<file path="config.mk">
export PLATFORM = sky130hd
export DESIGN_NAME = rfm_monitor
export DESIGN_NICKNAME = d
export VERILOG_FILES = /design/src/logic/rfm_pkg.sv /design/src/logic/rfm_counter.sv /design/src/logic/rfm_fill_tracker.sv /design/src/logic/rfm_monitor.sv
export VERILOG_INCLUDE_DIRS = /design/src /design/src/logic
export SDC_FILE = /design/constraint.sdc
export NUM_CORES = 2
export LEC_CHECK = 0
export BUFFER_PORTS_ARGS = -buffer_cell sky130_fd_sc_hd__buf_2
export CORE_UTILIZATION = 70
export CTS_BUF_LIST = sky130_fd_sc_hd__clkbuf_8
export DETAILED_ROUTE_END_ITERATION = 10
export MAX_ROUTING_LAYER = met4
export PLACE_DENSITY_LB_ADDON = 0.15
export SYNTH_ARGS = -nofsm -noshare
export SYNTH_HDL_FRONTEND = slang
export SYNTH_SLANG_ARGS = --single-unit
</file>
<file path="constraint.sdc">
create_clock -name ref_clk -period 15.79 [get_ports ref_clk]
set_input_delay 0.7895 -clock ref_clk [delete_from_list [all_inputs] [get_ports ref_clk]]
set_output_delay 0.7895 -clock ref_clk [all_outputs]
set_load 0.05 [all_outputs]
</file>
<file path="src/logic/rfm_params.svh">
// offsets, field positions, event codes and reset values of the monitor
`ifndef RFM_PARAMS_SVH
`define RFM_PARAMS_SVH
`define RFM_OFF_CTL0 8'h00
`define RFM_OFF_CNT0 8'h10
`define RFM_OFF_STAT 8'h20
`define RFM_OFF_QSIZE 8'h24
`define RFM_CTL_CODE_LSB 0
`define RFM_CTL_UMASK_LSB 8
`define RFM_CTL_XSEL_BIT 21
`define RFM_CTL_EN_BIT 22
`define RFM_CTL_RST 32'h0000_0000
`define RFM_EV_ALLOC_DRS 8'h09
`define RFM_EV_ALLOC_NCB 8'h0a
`define RFM_EV_ALLOC_NCS 8'h0b
`define RFM_EV_ALLOC_HOM 8'h0c
`define RFM_EV_ALLOC_SNP 8'h0d
`define RFM_EV_ALLOC_NDR 8'h0e
`define RFM_EV_FILL_ALL 8'h0b
`define RFM_EV_FILL_DRS 8'h15
`define RFM_EV_FILL_NCB 8'h16
`define RFM_EV_FILL_NCS 8'h17
`define RFM_EV_FILL_HOM 8'h18
`define RFM_MAX_FILL_INC 8'h80
`endif

</file>
<file path="src/logic/rfm_pkg.sv">
// types shared by the receive queue monitor
package rfm_pkg;
  typedef enum logic [2:0] {
    RFM_CLS_DATA_RESPONSE,
    RFM_CLS_COHERENCE_REQUEST,
    RFM_CLS_NONCOHERENT_BYPASS,
    RFM_CLS_NONCOHERENT_STANDARD,
    RFM_CLS_NONDATA_RESPONSE,
    RFM_CLS_SNOOP
  } rfm_class_e;
  typedef enum logic [1:0] {
    RFM_SEL_NONE,
    RFM_SEL_ALLOC,
    RFM_SEL_FILL_CLASS,
    RFM_SEL_FILL_ALL
  } rfm_sel_e;
endpackage

</file>
<file path="src/logic/rfm_counter.sv">
// one general 48-bit counter with enable, increment input and low and high word writes
`include "rfm_params.svh"
module rfm_counter
  import rfm_pkg::*;
#(
  parameter int CW = 48,
  parameter int FW = 8
) (
  input wire logic ref_clk,
  input wire logic resetn,
  input wire logic enable,
  input wire logic [FW-1:0] inc,
  input wire logic wr_lo,
  input wire logic wr_hi,
  input wire logic [31:0] wdata,
  output logic [CW-1:0] count
);
  logic [CW-1:0] cnt_q;
  wire logic [CW-1:0] cnt_inc = cnt_q + CW'(inc);
  always_ff @(posedge ref_clk or negedge resetn) begin
    if (!resetn) begin
      cnt_q <= '0;
    end else if (wr_lo) begin
      cnt_q <= {cnt_q[CW-1:32], wdata};
    end else if (wr_hi) begin
      cnt_q <= {wdata[CW-33:0], cnt_q[31:0]};
    end else if (enable) begin
      cnt_q <= cnt_inc;
    end
  end
  assign count = cnt_q;
endmodule

</file>
<file path="src/logic/rfm_fill_tracker.sv">
// per class and virtual network occupancy of the receive flit queue
`include "rfm_params.svh"
module rfm_fill_tracker
  import rfm_pkg::*;
#(
  parameter int CW = 8
) (
  input wire logic ref_clk,
  input wire logic resetn,
  input wire logic alloc_valid,
  input wire logic [2:0] alloc_class,
  input wire logic alloc_vn,
  input wire logic free_valid,
  input wire logic [2:0] free_class,
  input wire logic free_vn,
  output logic [6*2*CW-1:0] fill_flat
);
  logic [CW-1:0] fill_q [12];
  genvar g;
  generate
    for (g = 0; g < 12; g++) begin : g_slot
      wire logic inc = alloc_valid && ({alloc_class, alloc_vn} == 4'(g));
      wire logic dec = free_valid && ({free_class, free_vn} == 4'(g));
      always_ff @(posedge ref_clk or negedge resetn) begin
        if (!resetn) begin
          fill_q[g] <= '0;
        end else if (inc && !dec) begin
          fill_q[g] <= fill_q[g] + CW'(1);
        end else if (dec && !inc && fill_q[g] != '0) begin
          fill_q[g] <= fill_q[g] - CW'(1);
        end
      end
      assign fill_flat[g*CW +: CW] = fill_q[g];
    end
  endgenerate
endmodule

</file>
<file path="src/logic/rfm_monitor.sv">
// receive flit queue event monitor with Avalon-MM register access
//
// Local design decisions: the Avalon-MM interface to the registers and the placing of the registers.
`include "rfm_params.svh"
module rfm_monitor
  import rfm_pkg::*;
#(
  parameter int NCNT = 4,
  parameter int QDEPTH = 128
) (
  input wire logic ref_clk,
  input wire logic resetn,
  input wire logic [7:0] avs_address,
  input wire logic avs_read,
  input wire logic avs_write,
  input wire logic [31:0] avs_writedata,
  output logic [31:0] avs_readdata,
  output logic avs_waitrequest,
  input wire logic flit_valid,
  input wire logic [2:0] flit_class,
  input wire logic flit_vn,
  input wire logic ring_ready,
  input wire logic queue_pop,
  output logic flit_to_ring,
  output logic flit_enqueued
);
  localparam int FW = 8;
  localparam int FB = 2 * FW;
  // queue events limited to the first four counters
  localparam int NEV = 4;

  // flit steering: straight to ring unless backed up
  logic [7:0] total_q;
  logic [2:0] head_cls_q [QDEPTH];
  logic head_vn_q [QDEPTH];
  logic [6:0] rd_ptr_q;
  logic [6:0] wr_ptr_q;
  wire logic q_empty = (total_q == 8'h00);
  wire logic q_full = (total_q == 8'(QDEPTH));
  wire logic bypass = flit_valid && ring_ready && q_empty;
  wire logic alloc = flit_valid && !bypass && !q_full;
  wire logic pop = queue_pop && !q_empty;
  wire logic [2:0] pop_cls = head_cls_q[rd_ptr_q];
  wire logic pop_vn = head_vn_q[rd_ptr_q];

  always_ff @(posedge ref_clk or negedge resetn) begin
    if (!resetn) begin
      wr_ptr_q <= '0;
      rd_ptr_q <= '0;
      total_q <= '0;
    end else begin
      if (alloc) begin
        wr_ptr_q <= wr_ptr_q + 7'h01;
      end
      if (pop) begin
        rd_ptr_q <= rd_ptr_q + 7'h01;
      end
      total_q <= total_q + 8'(alloc) - 8'(pop);
    end
  end

  always_ff @(posedge ref_clk) begin
    if (alloc) begin
      head_cls_q[wr_ptr_q] <= flit_class;
      head_vn_q[wr_ptr_q] <= flit_vn;
    end
  end

  always_ff @(posedge ref_clk or negedge resetn) begin
    if (!resetn) begin
      flit_to_ring <= 1'b0;
      flit_enqueued <= 1'b0;
    end else begin
      flit_to_ring <= bypass;
      flit_enqueued <= alloc;
    end
  end

  logic [6*FB-1:0] fill_flat;
  rfm_fill_tracker #(
    .CW(FW)
  ) u_fill (
    .ref_clk(ref_clk),
    .resetn(resetn),
    .alloc_valid(alloc),
    .alloc_class(flit_class),
    .alloc_vn(flit_vn),
    .free_valid(pop),
    .free_class(pop_cls),
    .free_vn(pop_vn),
    .fill_flat(fill_flat)
  );

  // control and counter registers
  logic [31:0] ctl_q [NCNT];
  logic [47:0] count [NCNT];
  logic wait_q;
  logic [31:0] rdata_q;

  wire logic acc = (avs_read || avs_write) && wait_q;
  wire logic rd_go = avs_read && wait_q;
  wire logic is_ctl = (avs_address[7:4] == 4'h0);
  wire logic is_cnt = (avs_address[7:4] == 4'h1);
  wire logic is_stat = (avs_address == `RFM_OFF_STAT);
  wire logic is_qsize = (avs_address == `RFM_OFF_QSIZE);
  wire logic [1:0] sel_idx = is_ctl ? avs_address[3:2] : avs_address[3:2];
  wire logic [1:0] word_idx = avs_address[3:2];
  wire logic wr_go = avs_write && !wait_q;


  // per-counter event selection
  genvar c;
  generate
    for (c = 0; c < NCNT; c++) begin : g_cnt
      wire logic [7:0] code = ctl_q[c][`RFM_CTL_CODE_LSB +: 8];
      wire logic [1:0] vmask = ctl_q[c][`RFM_CTL_UMASK_LSB +: 2];
      wire logic xsel = ctl_q[c][`RFM_CTL_XSEL_BIT];
      wire logic en = ctl_q[c][`RFM_CTL_EN_BIT];
      wire logic ev_slot = (c < NEV);
      logic [2:0] cls;
      logic use_alloc;
      logic use_fill;

      // allocation and class occupancy event code decode
      always_comb begin
        cls = 3'(RFM_CLS_DATA_RESPONSE);
        use_alloc = 1'b0;
        use_fill = 1'b0;
        if (xsel) begin
          case (code)
            `RFM_EV_ALLOC_DRS: begin
              cls = 3'(RFM_CLS_DATA_RESPONSE);
              use_alloc = 1'b1;
            end
            `RFM_EV_ALLOC_HOM: begin
              cls = 3'(RFM_CLS_COHERENCE_REQUEST);
              use_alloc = 1'b1;
            end
            `RFM_EV_ALLOC_NCB: begin
              cls = 3'(RFM_CLS_NONCOHERENT_BYPASS);
              use_alloc = 1'b1;
            end
            `RFM_EV_ALLOC_NCS: begin
              cls = 3'(RFM_CLS_NONCOHERENT_STANDARD);
              use_alloc = 1'b1;
            end
            `RFM_EV_ALLOC_NDR: begin
              cls = 3'(RFM_CLS_NONDATA_RESPONSE);
              use_alloc = 1'b1;
            end
            `RFM_EV_ALLOC_SNP: begin
              cls = 3'(RFM_CLS_SNOOP);
              use_alloc = 1'b1;
            end
            `RFM_EV_FILL_DRS: begin
              cls = 3'(RFM_CLS_DATA_RESPONSE);
              use_fill = 1'b1;
            end
            `RFM_EV_FILL_HOM: begin
              cls = 3'(RFM_CLS_COHERENCE_REQUEST);
              use_fill = 1'b1;
            end
            `RFM_EV_FILL_NCB: begin
              cls = 3'(RFM_CLS_NONCOHERENT_BYPASS);
              use_fill = 1'b1;
            end
            `RFM_EV_FILL_NCS: begin
              cls = 3'(RFM_CLS_NONCOHERENT_STANDARD);
              use_fill = 1'b1;
            end
            default: begin
              use_alloc = 1'b0;
            end
          endcase
        end
      end

      wire logic fill_all = !xsel && (code == `RFM_EV_FILL_ALL);
      wire logic [FW-1:0] f0 = fill_flat[(2*cls)*FW +: FW];
      wire logic [FW-1:0] f1 = fill_flat[(2*cls+1)*FW +: FW];
      wire logic [FW-1:0] fsel = (vmask[0] ? f0 : '0)
          + (vmask[1] ? f1 : '0);
      wire logic vn_hit = (vmask[0] && !flit_vn)
          || (vmask[1] && flit_vn);
      wire logic a_hit = use_alloc && alloc && vn_hit
          && (flit_class == cls);

      // clamp occupancy increments
      wire logic [FW-1:0] fill_cls_inc = (fsel > `RFM_MAX_FILL_INC)
          ? `RFM_MAX_FILL_INC : fsel;
      wire logic [FW-1:0] fill_all_inc = (total_q > `RFM_MAX_FILL_INC)
          ? `RFM_MAX_FILL_INC : total_q;
      rfm_sel_e mode;
      logic [FW-1:0] inc;

      // one event source per counter
      always_comb begin
        mode = RFM_SEL_NONE;
        if (use_alloc) begin
          mode = RFM_SEL_ALLOC;
        end else if (use_fill) begin
          mode = RFM_SEL_FILL_CLASS;
        end else if (fill_all) begin
          mode = RFM_SEL_FILL_ALL;
        end
      end

      always_comb begin
        inc = '0;
        case (mode)
          RFM_SEL_ALLOC: begin
            inc = a_hit ? 8'h01 : 8'h00;
          end
          RFM_SEL_FILL_CLASS: begin
            inc = fill_cls_inc;
          end
          RFM_SEL_FILL_ALL: begin
            inc = fill_all_inc;
          end
          default: begin
            inc = '0;
          end
        endcase
      end

      wire logic wctl = wr_go && is_ctl && word_idx == 2'(c);
      wire logic wlo = wr_go && is_cnt && avs_address[3:2] == 2'(c)
          && 1'b0;

      always_ff @(posedge ref_clk or negedge resetn) begin
        if (!resetn) begin
          ctl_q[c] <= `RFM_CTL_RST;
        end else if (wctl) begin
          ctl_q[c] <= avs_writedata;
        end
      end
      rfm_counter #(
        .CW(48),
        .FW(FW)
      ) u_cnt (
        .ref_clk(ref_clk),
        .resetn(resetn),
        .enable(en && ev_slot),
        .inc(inc),
        .wr_lo(wlo),
        .wr_hi(1'b0),
        .wdata(avs_writedata),
        .count(count[c])
      );
    end
  endgenerate

  // read mux; counters read as low word at 0x10+4n, read-only and cleared only by reset
  wire logic [31:0] ctl_word = ctl_q[sel_idx];
  wire logic [31:0] cnt_word = count[word_idx][31:0];
  wire logic [31:0] stat_word = {31'h0000_0000, q_empty};
  wire logic [31:0] qsize_word = {24'h00_0000, total_q};

  logic [31:0] rmux;
  always_comb begin
    rmux = 32'h0000_0000;
    if (is_ctl) begin
      rmux = ctl_word;
    end else if (is_cnt) begin
      rmux = cnt_word;
    end else if (is_stat) begin
      rmux = stat_word;
    end else if (is_qsize) begin
      rmux = qsize_word;
    end
  end

  // one wait cycle, then answer
  always_ff @(posedge ref_clk or negedge resetn) begin
    if (!resetn) begin
      wait_q <= 1'b1;
      rdata_q <= '0;
    end else begin
      wait_q <= !acc;
      // read data only moves on a read
      if (rd_go) begin
        rdata_q <= rmux;
      end
    end
  end
  assign avs_waitrequest = wait_q;
  assign avs_readdata = rdata_q;
endmodule

</file>
---- Yosys cells after proc, flatten, opt, wreduce, memory -nomap -nowiden ----
Memories as Yosys holds them, arrays and structs flattened.
Cells that the tools add are included.
cells by class
  divide/modulo/power cells ............... 0
  equal/unequal tests ..................... 85
  add/sub/neg operators ................... 40
  multiplexer cells ....................... 93
  shifts and indexed selects .............. 8
  magnitude comparators ................... 6
  bitwise gates (word level) .............. 1
  multipliers ............................. 0
  reduce and logical (&&, ||, !) cells .... 185
operators with widths
  kind                   count
  $shiftx A96 B8 Y8      4
  $shiftx A96 B9 Y8      4
  $mux W8                39
  $add A48 B8 Y48        4
  $eq A8 B4 Y1 const B   24
  $mux W32               6
  $eq A8 B5 Y1 const B   16
  $logic_and A1 B1 Y1    97
  $add A8 B1 Y8 const B  12
  $bmux W48 S2           1
  $pmux W8 S3            4
  $reduce_bool A8 Y1     12
  $sub A8 B1 Y8 const B  12
  $bmux W32 S2           1
  $pmux W3 S5            4
  $gt A8 B8 Y1 const B   5
  $logic_not A1 Y1       34
  $add A8 B8 Y8          4
  $eq A4 B3 Y1 const B   8
  $eq A4 B4 Y1 const B   8
  $mux W2                12
  $reduce_bool A2 Y1     12
  $reduce_or A2 Y1       12
  $reduce_or A6 Y1       4
  20 further kinds       79
storage, ports and cells
  input bits .............................. 51
  register bits after elaboration ......... 473
  latch bits .............................. 0
  memories kept ........................... 2
  RAM bits ................................ 512
  bits in read-only memories .............. 0
memory list
  name        depth  width  read ports  clocked after memory_dff  write ports  line               RTL
  head_cls_q  128    3      1           0                         1            rfm_monitor.sv:34  logic [2:0] head_cls_q [QDEPTH];
  head_vn_q   128    1      1           0                         1            rfm_monitor.sv:35  logic head_vn_q [QDEPTH];

---- Depth between registers and ports, before layout ----
  depth after elaboration ................. 12
  mapped depth ............................ 35
  gate-level depth less buffers ........... 32

---- Modules after synthesis ----
Synthesis repeated with hierarchy kept, for this count alone.
second synthesis, totals
  cell total of the unflattened synthesis .. 4,865
  area total of the unflattened synthesis .. 55,949.9 um^2
modules (own cells, without submodules)
  module            area an instance (um^2)  seq. area each (um^2)  cells each  times used
  rfm_monitor       35,520.3                 20,005.4               2,650       1
  rfm_counter       3,285.7                  1,201.2                376         4
  rfm_fill_tracker  7,287.0                  2,402.3                711         1

---- Worst setup path before layout ----
Ideal clock, no wire load.
  path kind ............................... register -> register
  start ................................... reg ctl_q[68] (netlist name)
  end ..................................... reg g_cnt[1].u_cnt.cnt_q[20]
  data arrival time ....................... 6.763 ns
  cell stages (with the launch flop) ...... 32
  setup slack ............................. 8.948 ns
  period minus slack after synthesis ...... 6.842 ns
  required time ........................... 15.711 ns
  cells stage by stage .................... dfrtp_1 clkbuf_1 or3b_2 a21bo_2 a21oi_1 clkbuf_1 buf_2 mux2i_1 o21ai_0 and3_1 ha_1 a21o_1 a21oi_1 o21bai_1 a21oi_1 o21bai_1 a21oi_1 xnor3_1 a21boi_1 o21ai_0 ha_1 fa_1 a21o_1 a21oi_1 o21bai_1 a21oi_1 o21ai_0 a21o_1 nand3_1 nor3_1 and4_1 xor2_1
between the ends
  word-level cells in the longest chain between the ends .. 12
ends and longest elaborated chain
  item                                                 line                RTL
  from (decl)                                          rfm_monitor.sv:95   logic [31:0] ctl_q [NCNT];
  from (signal, indexed assignment)                    rfm_monitor.sv:232  ctl_q[c] <= `RFM_CTL_RST;
  from (signal, indexed assignment)                    rfm_monitor.sv:234  ctl_q[c] <= avs_writedata;
  $eq A8 B4 Y1 / $eq A8 B5 Y1 (equally long branches)  rfm_monitor.sv:130  case (code)
  $reduce_or A2 Y1 (no source line)                    n/a
  $pmux W3 S5                                          rfm_monitor.sv:130
  $mux W3                                              rfm_monitor.sv:129  if (xsel) begin
  $add A4 B1 Y5                                        rfm_monitor.sv:180  wire logic [FW-1:0] f1 = fill_flat[(2*cls+1)*FW +: FW];
  $shiftx A96 B9 Y8                                    rfm_monitor.sv:180
  $mux W8                                              rfm_monitor.sv:182  + (vmask[1] ? f1 : '0);
  $add A8 B8 Y8                                        rfm_monitor.sv:182
  $gt A8 B8 Y1 (no source line)                        n/a
  $mux W8                                              rfm_monitor.sv:189  wire logic [FW-1:0] fill_cls_inc = (fsel > `RFM_MAX_FILL_INC)
  $pmux W8 S3 (*)                                      rfm_monitor.sv:210  case (mode)
  $add A48 B8 Y48 (*)                                  rfm_counter.sv:19   wire logic [CW-1:0] cnt_inc = cnt_q + CW'(inc);
  to (signal assigned)                                 rfm_counter.sv:24   cnt_q <= {cnt_q[CW-1:32], wdata};
  to (signal assigned)                                 rfm_counter.sv:26   cnt_q <= {wdata[CW-33:0], cnt_q[31:0]};
  to (signal assigned)                                 rfm_counter.sv:28   cnt_q <= cnt_inc;
  to (decl)                                            rfm_counter.sv:18   logic [CW-1:0] cnt_q;
Every way passes the cells marked *; elsewhere a longest branch is shown, timed or not.
A chain may end at the register's enable or synchronous reset.

---- Final worst setup path ----
  start ................................... reg ctl_q[69] (netlist name)
  end ..................................... reg g_cnt[1].u_cnt.cnt_q[30]
The elaborated chain is that of the path after synthesis.

==> summary.md <==
| Metric | Value |
|---|---|
| Outcome | `completed` |
| Worst IR drop on VDD | `about 0.12 mV` |
| Final #Nets | `4129` |
| Share of synthesized area occupied by flip-flops and latches | `0.523` |
| Most frequent cell on the critical path | `sky130_fd_sc_hd__a21oi_1` |
| Yosys synthesis warning count | `0` |
| Library cell with the largest summed area after synthesis | `sky130_fd_sc_hd__edfxtp_1` |
| Count of flip-flops with a built-in enable after synthesis | `slightly above 500` |
| Power density of the placed cells | `150 nW/um2` |
| Largest stage delay, worst path | `880 ps` |
| Normalized max-slew margin | `0.124` |
| Number of standard-cell rows in the floorplan | `96` |
| Worst path slowest cell | `sky130_fd_sc_hd__and3_1` |
| FF-to-FF Start | `ctl_q[69]$_DFFE_PN0P_` |
| Number of fill cells | `approximately 4200` |
| Capturing element type of the critical path | `flip-flop` |
| Post-CTS Resized | `0` |
| Critical setup path kind | `flip-flop to flip-flop` |
| Violation count after the first detailed-routing iteration | `between 4000 and 5000` |
| Buffers on Ports | `85` |
| Depth of the worst register-to-register path | `28` |
| Clock edge transition at the registers on the reported setup and hold paths | `60 ps` |
| Minimum setup slack among reg-to-reg paths | `~8100 ps` |
| Global route total overflow | `0` |
| Fin Setup TNS | `0 ps` |
| Count of H-tree levels built during CTS | `4` |
| Clock buffer count from CTS | `148` |
| HPWL Detailed | `just over 90 mm` |
| ANT nets after route | `0` |
| Post-Route Utilization | `0.766` |
| Total track usage | `0.393` |
| Library cells used by synthesis | `95` |
| Synth Flop Type | `sky130_fd_sc_hd__edfxtp_1` |
| Final setup violation count | `0` |
| Area inside the core boundary | `slightly below 70000 um2` |
| Vias | `~34000` |
| Clock tree from TritonCTS | `done` |
| Final hold slack | `approximately 68 ps` |
| Post-synthesis cell count | `roughly 3800` |
| Largest buffer count on any clock path | `3` |
| Maximum clock frequency | `approximately 130 MHz` |
| Height of the chip | `around 270 um` |
| Hold Path Class | `input pin to asynchronous set/reset pin` |
| Clk root buf | `sky130_fd_sc_hd__clkbuf_8` |
| Buffer count from post-CTS setup fixing | `0` |
| Post-synthesis instance area | `slightly below 50000 um2` |
| Mean number of vias per cell | `roughly 7` |
| Total of max-cap violations | `0` |
| Boundary pin count | `86` |
| Unrepaired setup endpoints after global routing | `false` |
| Die span in x | `266 um` |
| Cell area after placement | `between 40000 and 50000 um2` |
| Worst-path fanout max | `19` |
| Max Clock Skew | `53.3 ps` |
| Growth of design area from synthesis to finish | `7.91%` |
| Final Slew Violations | `0` |
| Final cycle utilization of the critical path | `0.488` |
| Final hold violation count | `0` |
| Fraction of final layout cells with drive strength greater than 1 | `0.177` |
| Number of antenna violations at the first check in global routing | `4` |
| Startpoint class of the critical path | `flip-flop` |
| Overall power | `~7.9 mW` |
| Leakage power figure | `approximately 21 nW` |
| Number of storage elements in the synthesis netlist | `921` |
| Asr flop ratio synth | `0.444` |
| Area of all placed cells without fillers | `52800 um2` |
| Detailed-route wire length per cell | `approximately 27 um` |
| Synthesized area divided by synthesized cell count | `between 10 and 15 um2` |
| Initial Util | `0.710` |
| Latest clock arrival within the worst-skew pair | `approximately 830 ps` |
| Top post-synthesis cells by area | `sky130_fd_sc_hd__edfxtp_1 31%, sky130_fd_sc_hd__dfrtp_1 21%, sky130_fd_sc_hd__mux4_2 7.0%` |
| Final critical path time including I/O delays and setup | `slightly below 8000 ps` |
| Yosys top cell area share | `0.314` |
| Mapped Nets | `between 4000 and 5000` |
| DRT Pass-1 Iters | `6` |
| End of the worst register-to-register path | `g_cnt[1].u_cnt.count[30]$_DFFE_PN0P_` |
| Aggregate routed wire length | `about 130 mm` |
| Count of clock tree sinks | `~900` |
| CTS Hold Bufs | `0` |
| Arrival time at the worst endpoint | `~8400 ps` |
| Data required time of the worst path | `approximately 17000 ps` |
| Global placer's final weighted congestion | `~1.0` |
| Global-route wire length before repair | `between 200 and 250 mm` |
| Vias in the first global route | `~34000` |
| Total DRC errors in the routed layout | `0` |
| Actual transition at the worst max-transition pin | `between 1000 and 1500 ps` |
| Maximum number of pins on one net before global-route repair | `approximately 120` |
| Floorplan die area | `71000 um2` |
critical path, delay by kind of cell, from the launching register on:
family,cells,cell delay [ps]
flip-flops,1,410
AO/OA/AOI/OAI,15,2640
XOR/XNOR,2,680
adder cells (fa/ha/maj),3,790
AND/OR/NAND/NOR,8,3080
Yosys cell counts (all sizes together), types with 68 or more instances:
| library cell | n |
|---|---|
| mux2 | 188 |
| buf | 68 |
| mux2i | 247 |
| nand3 | 92 |
| mux4 | 165 |
| xor2 | 84 |
| nor2 | 270 |
| edfxtp | 512 |
| a22o | 70 |
| nand2 | 272 |
| ha | 147 |
| a21oi | 150 |
| clkbuf | 137 |
| dfrtp | 408 |
| inv | 83 |
| xnor2 | 172 |
| o21ai | 139 |
where the power goes:
part           internal, mW  switching (mW)
logic                  1.17            1.48
registers              2.75           0.550
clock network          1.02           0.972
cells in the final DEF (no fill, tap or decap), types with 12 or more instances in the layout:
cell                       Yosys  routed
sky130_fd_sc_hd__a22o_1       70      70
sky130_fd_sc_hd__o22ai_1      25      25
sky130_fd_sc_hd__nand2_1     264     264
sky130_fd_sc_hd__buf_2        14      78
sky130_fd_sc_hd__mux4_1       12      12
sky130_fd_sc_hd__dfrtp_1     408     405
sky130_fd_sc_hd__and4_1       17      17
sky130_fd_sc_hd__clkbuf_8      0     161
sky130_fd_sc_hd__mux4_2      153     153
sky130_fd_sc_hd__ha_1        147     147
sky130_fd_sc_hd__fa_1         21      21
sky130_fd_sc_hd__o211ai_1     14      14
sky130_fd_sc_hd__nor3_1       32      31
sky130_fd_sc_hd__nand2b_1     34      34
sky130_fd_sc_hd__nand4_1      35      35
sky130_fd_sc_hd__o21bai_1     40      40
sky130_fd_sc_hd__inv_1        80     152
sky130_fd_sc_hd__and3_1       59      59
sky130_fd_sc_hd__mux2i_1     247     247
sky130_fd_sc_hd__nand3b_1     16      16
sky130_fd_sc_hd__nor2b_1      28      28
sky130_fd_sc_hd__xor2_1       84      84
sky130_fd_sc_hd__a22oi_1      50      50
sky130_fd_sc_hd__a21o_1       57      57
sky130_fd_sc_hd__xnor2_1     172     172
sky130_fd_sc_hd__mux2_2      176     176
sky130_fd_sc_hd__and2_1       15      15
sky130_fd_sc_hd__buf_4        10      52
sky130_fd_sc_hd__nor2_1      268     268
sky130_fd_sc_hd__nor4_1       27      27
sky130_fd_sc_hd__o21ai_0     135     135
sky130_fd_sc_hd__a32oi_1      25      25
sky130_fd_sc_hd__nand3_1      90      88
sky130_fd_sc_hd__edfxtp_1    512     512
sky130_fd_sc_hd__a21oi_1     150     147
sky130_fd_sc_hd__o211a_1      15      15
cell families after synthesis:
family                     after synthesis  synth area share
and+or+nand+nor                        943            0.0942
xor gates and xnor gates               257            0.0462
muxes                                  600             0.171
buffers and inverters                  289            0.0278
adders and majority gates              168            0.0461
DFF                                    921             0.523
AOI/OAI and AO/OA                      656            0.0912
area by class of cell:
cell class              instances  area, um2  area share
diodes                          4       10.0    0.000189
clock buffers                 161       2220      0.0419
clock inverters               107        646      0.0122
inverters                      84        315     0.00597
multi-input cells            2624      22100       0.418
flip-flops and latches        921      25600       0.485
well taps                     931       1160      0.0220
repair buffers                131        796      0.0151
through the flow:
step | setup slack [ps] | instances
floorplan | 8950 | 3834
global placement | 8500 | 4691
detailed placement | 8310 | 4691
CTS | 8240 | 4959
global route | 7600 | 4963
finish | 8090 | 4963
per-layer routing:
metal | wire, um | vias to the layer above | global-route usage
met5 | 0 | - | -
met4 | 6580 | 0 | 0.185
met3 | 14100 | 456 | 0.0869
met2 | 61400 | 2030 | 0.581
met1 | 51300 | 17000 | 0.520
li1 | - | 14600 | -
sequential cells by signal (all words and copies together) (netlist names):
register,cells
u_fill.fill_flat,96
avs_waitrequest,1
total_q,8
rd_ptr_q,7
ctl_q,128
g_cnt.u_cnt.count,128
avs_readdata,32
head_cls_q,384
flit_enqueued,1
head_vn_q,128
flit_to_ring,1
wr_ptr_q,7
how the worst max path moves through the flow:
stage,start,endpoint,slack (ps),cells after the start
after floorplan,ctl_q[68]$_DFFE_PN0P_,g_cnt[1].u_cnt.count[20]$_DFFE_PN0P_,8950,31
after global placement,ctl_q[101]$_DFFE_PN0P_,g_cnt[0].u_cnt.count[28]$_DFFE_PN0P_,8500,28
after detailed placement,ctl_q[66]$_DFFE_PN0P_,g_cnt[1].u_cnt.count[28]$_DFFE_PN0P_,8310,29
after CTS,ctl_q[66]$_DFFE_PN0P_,g_cnt[1].u_cnt.count[28]$_DFFE_PN0P_,8240,29
after global routing,ctl_q[33]$_DFFE_PN0P_,g_cnt[2].u_cnt.count[18]$_DFFE_PN0P_,7600,30
final,ctl_q[69]$_DFFE_PN0P_,g_cnt[1].u_cnt.count[30]$_DFFE_PN0P_,8090,28
No activity file was read; power rests on OpenSTA's default activity.
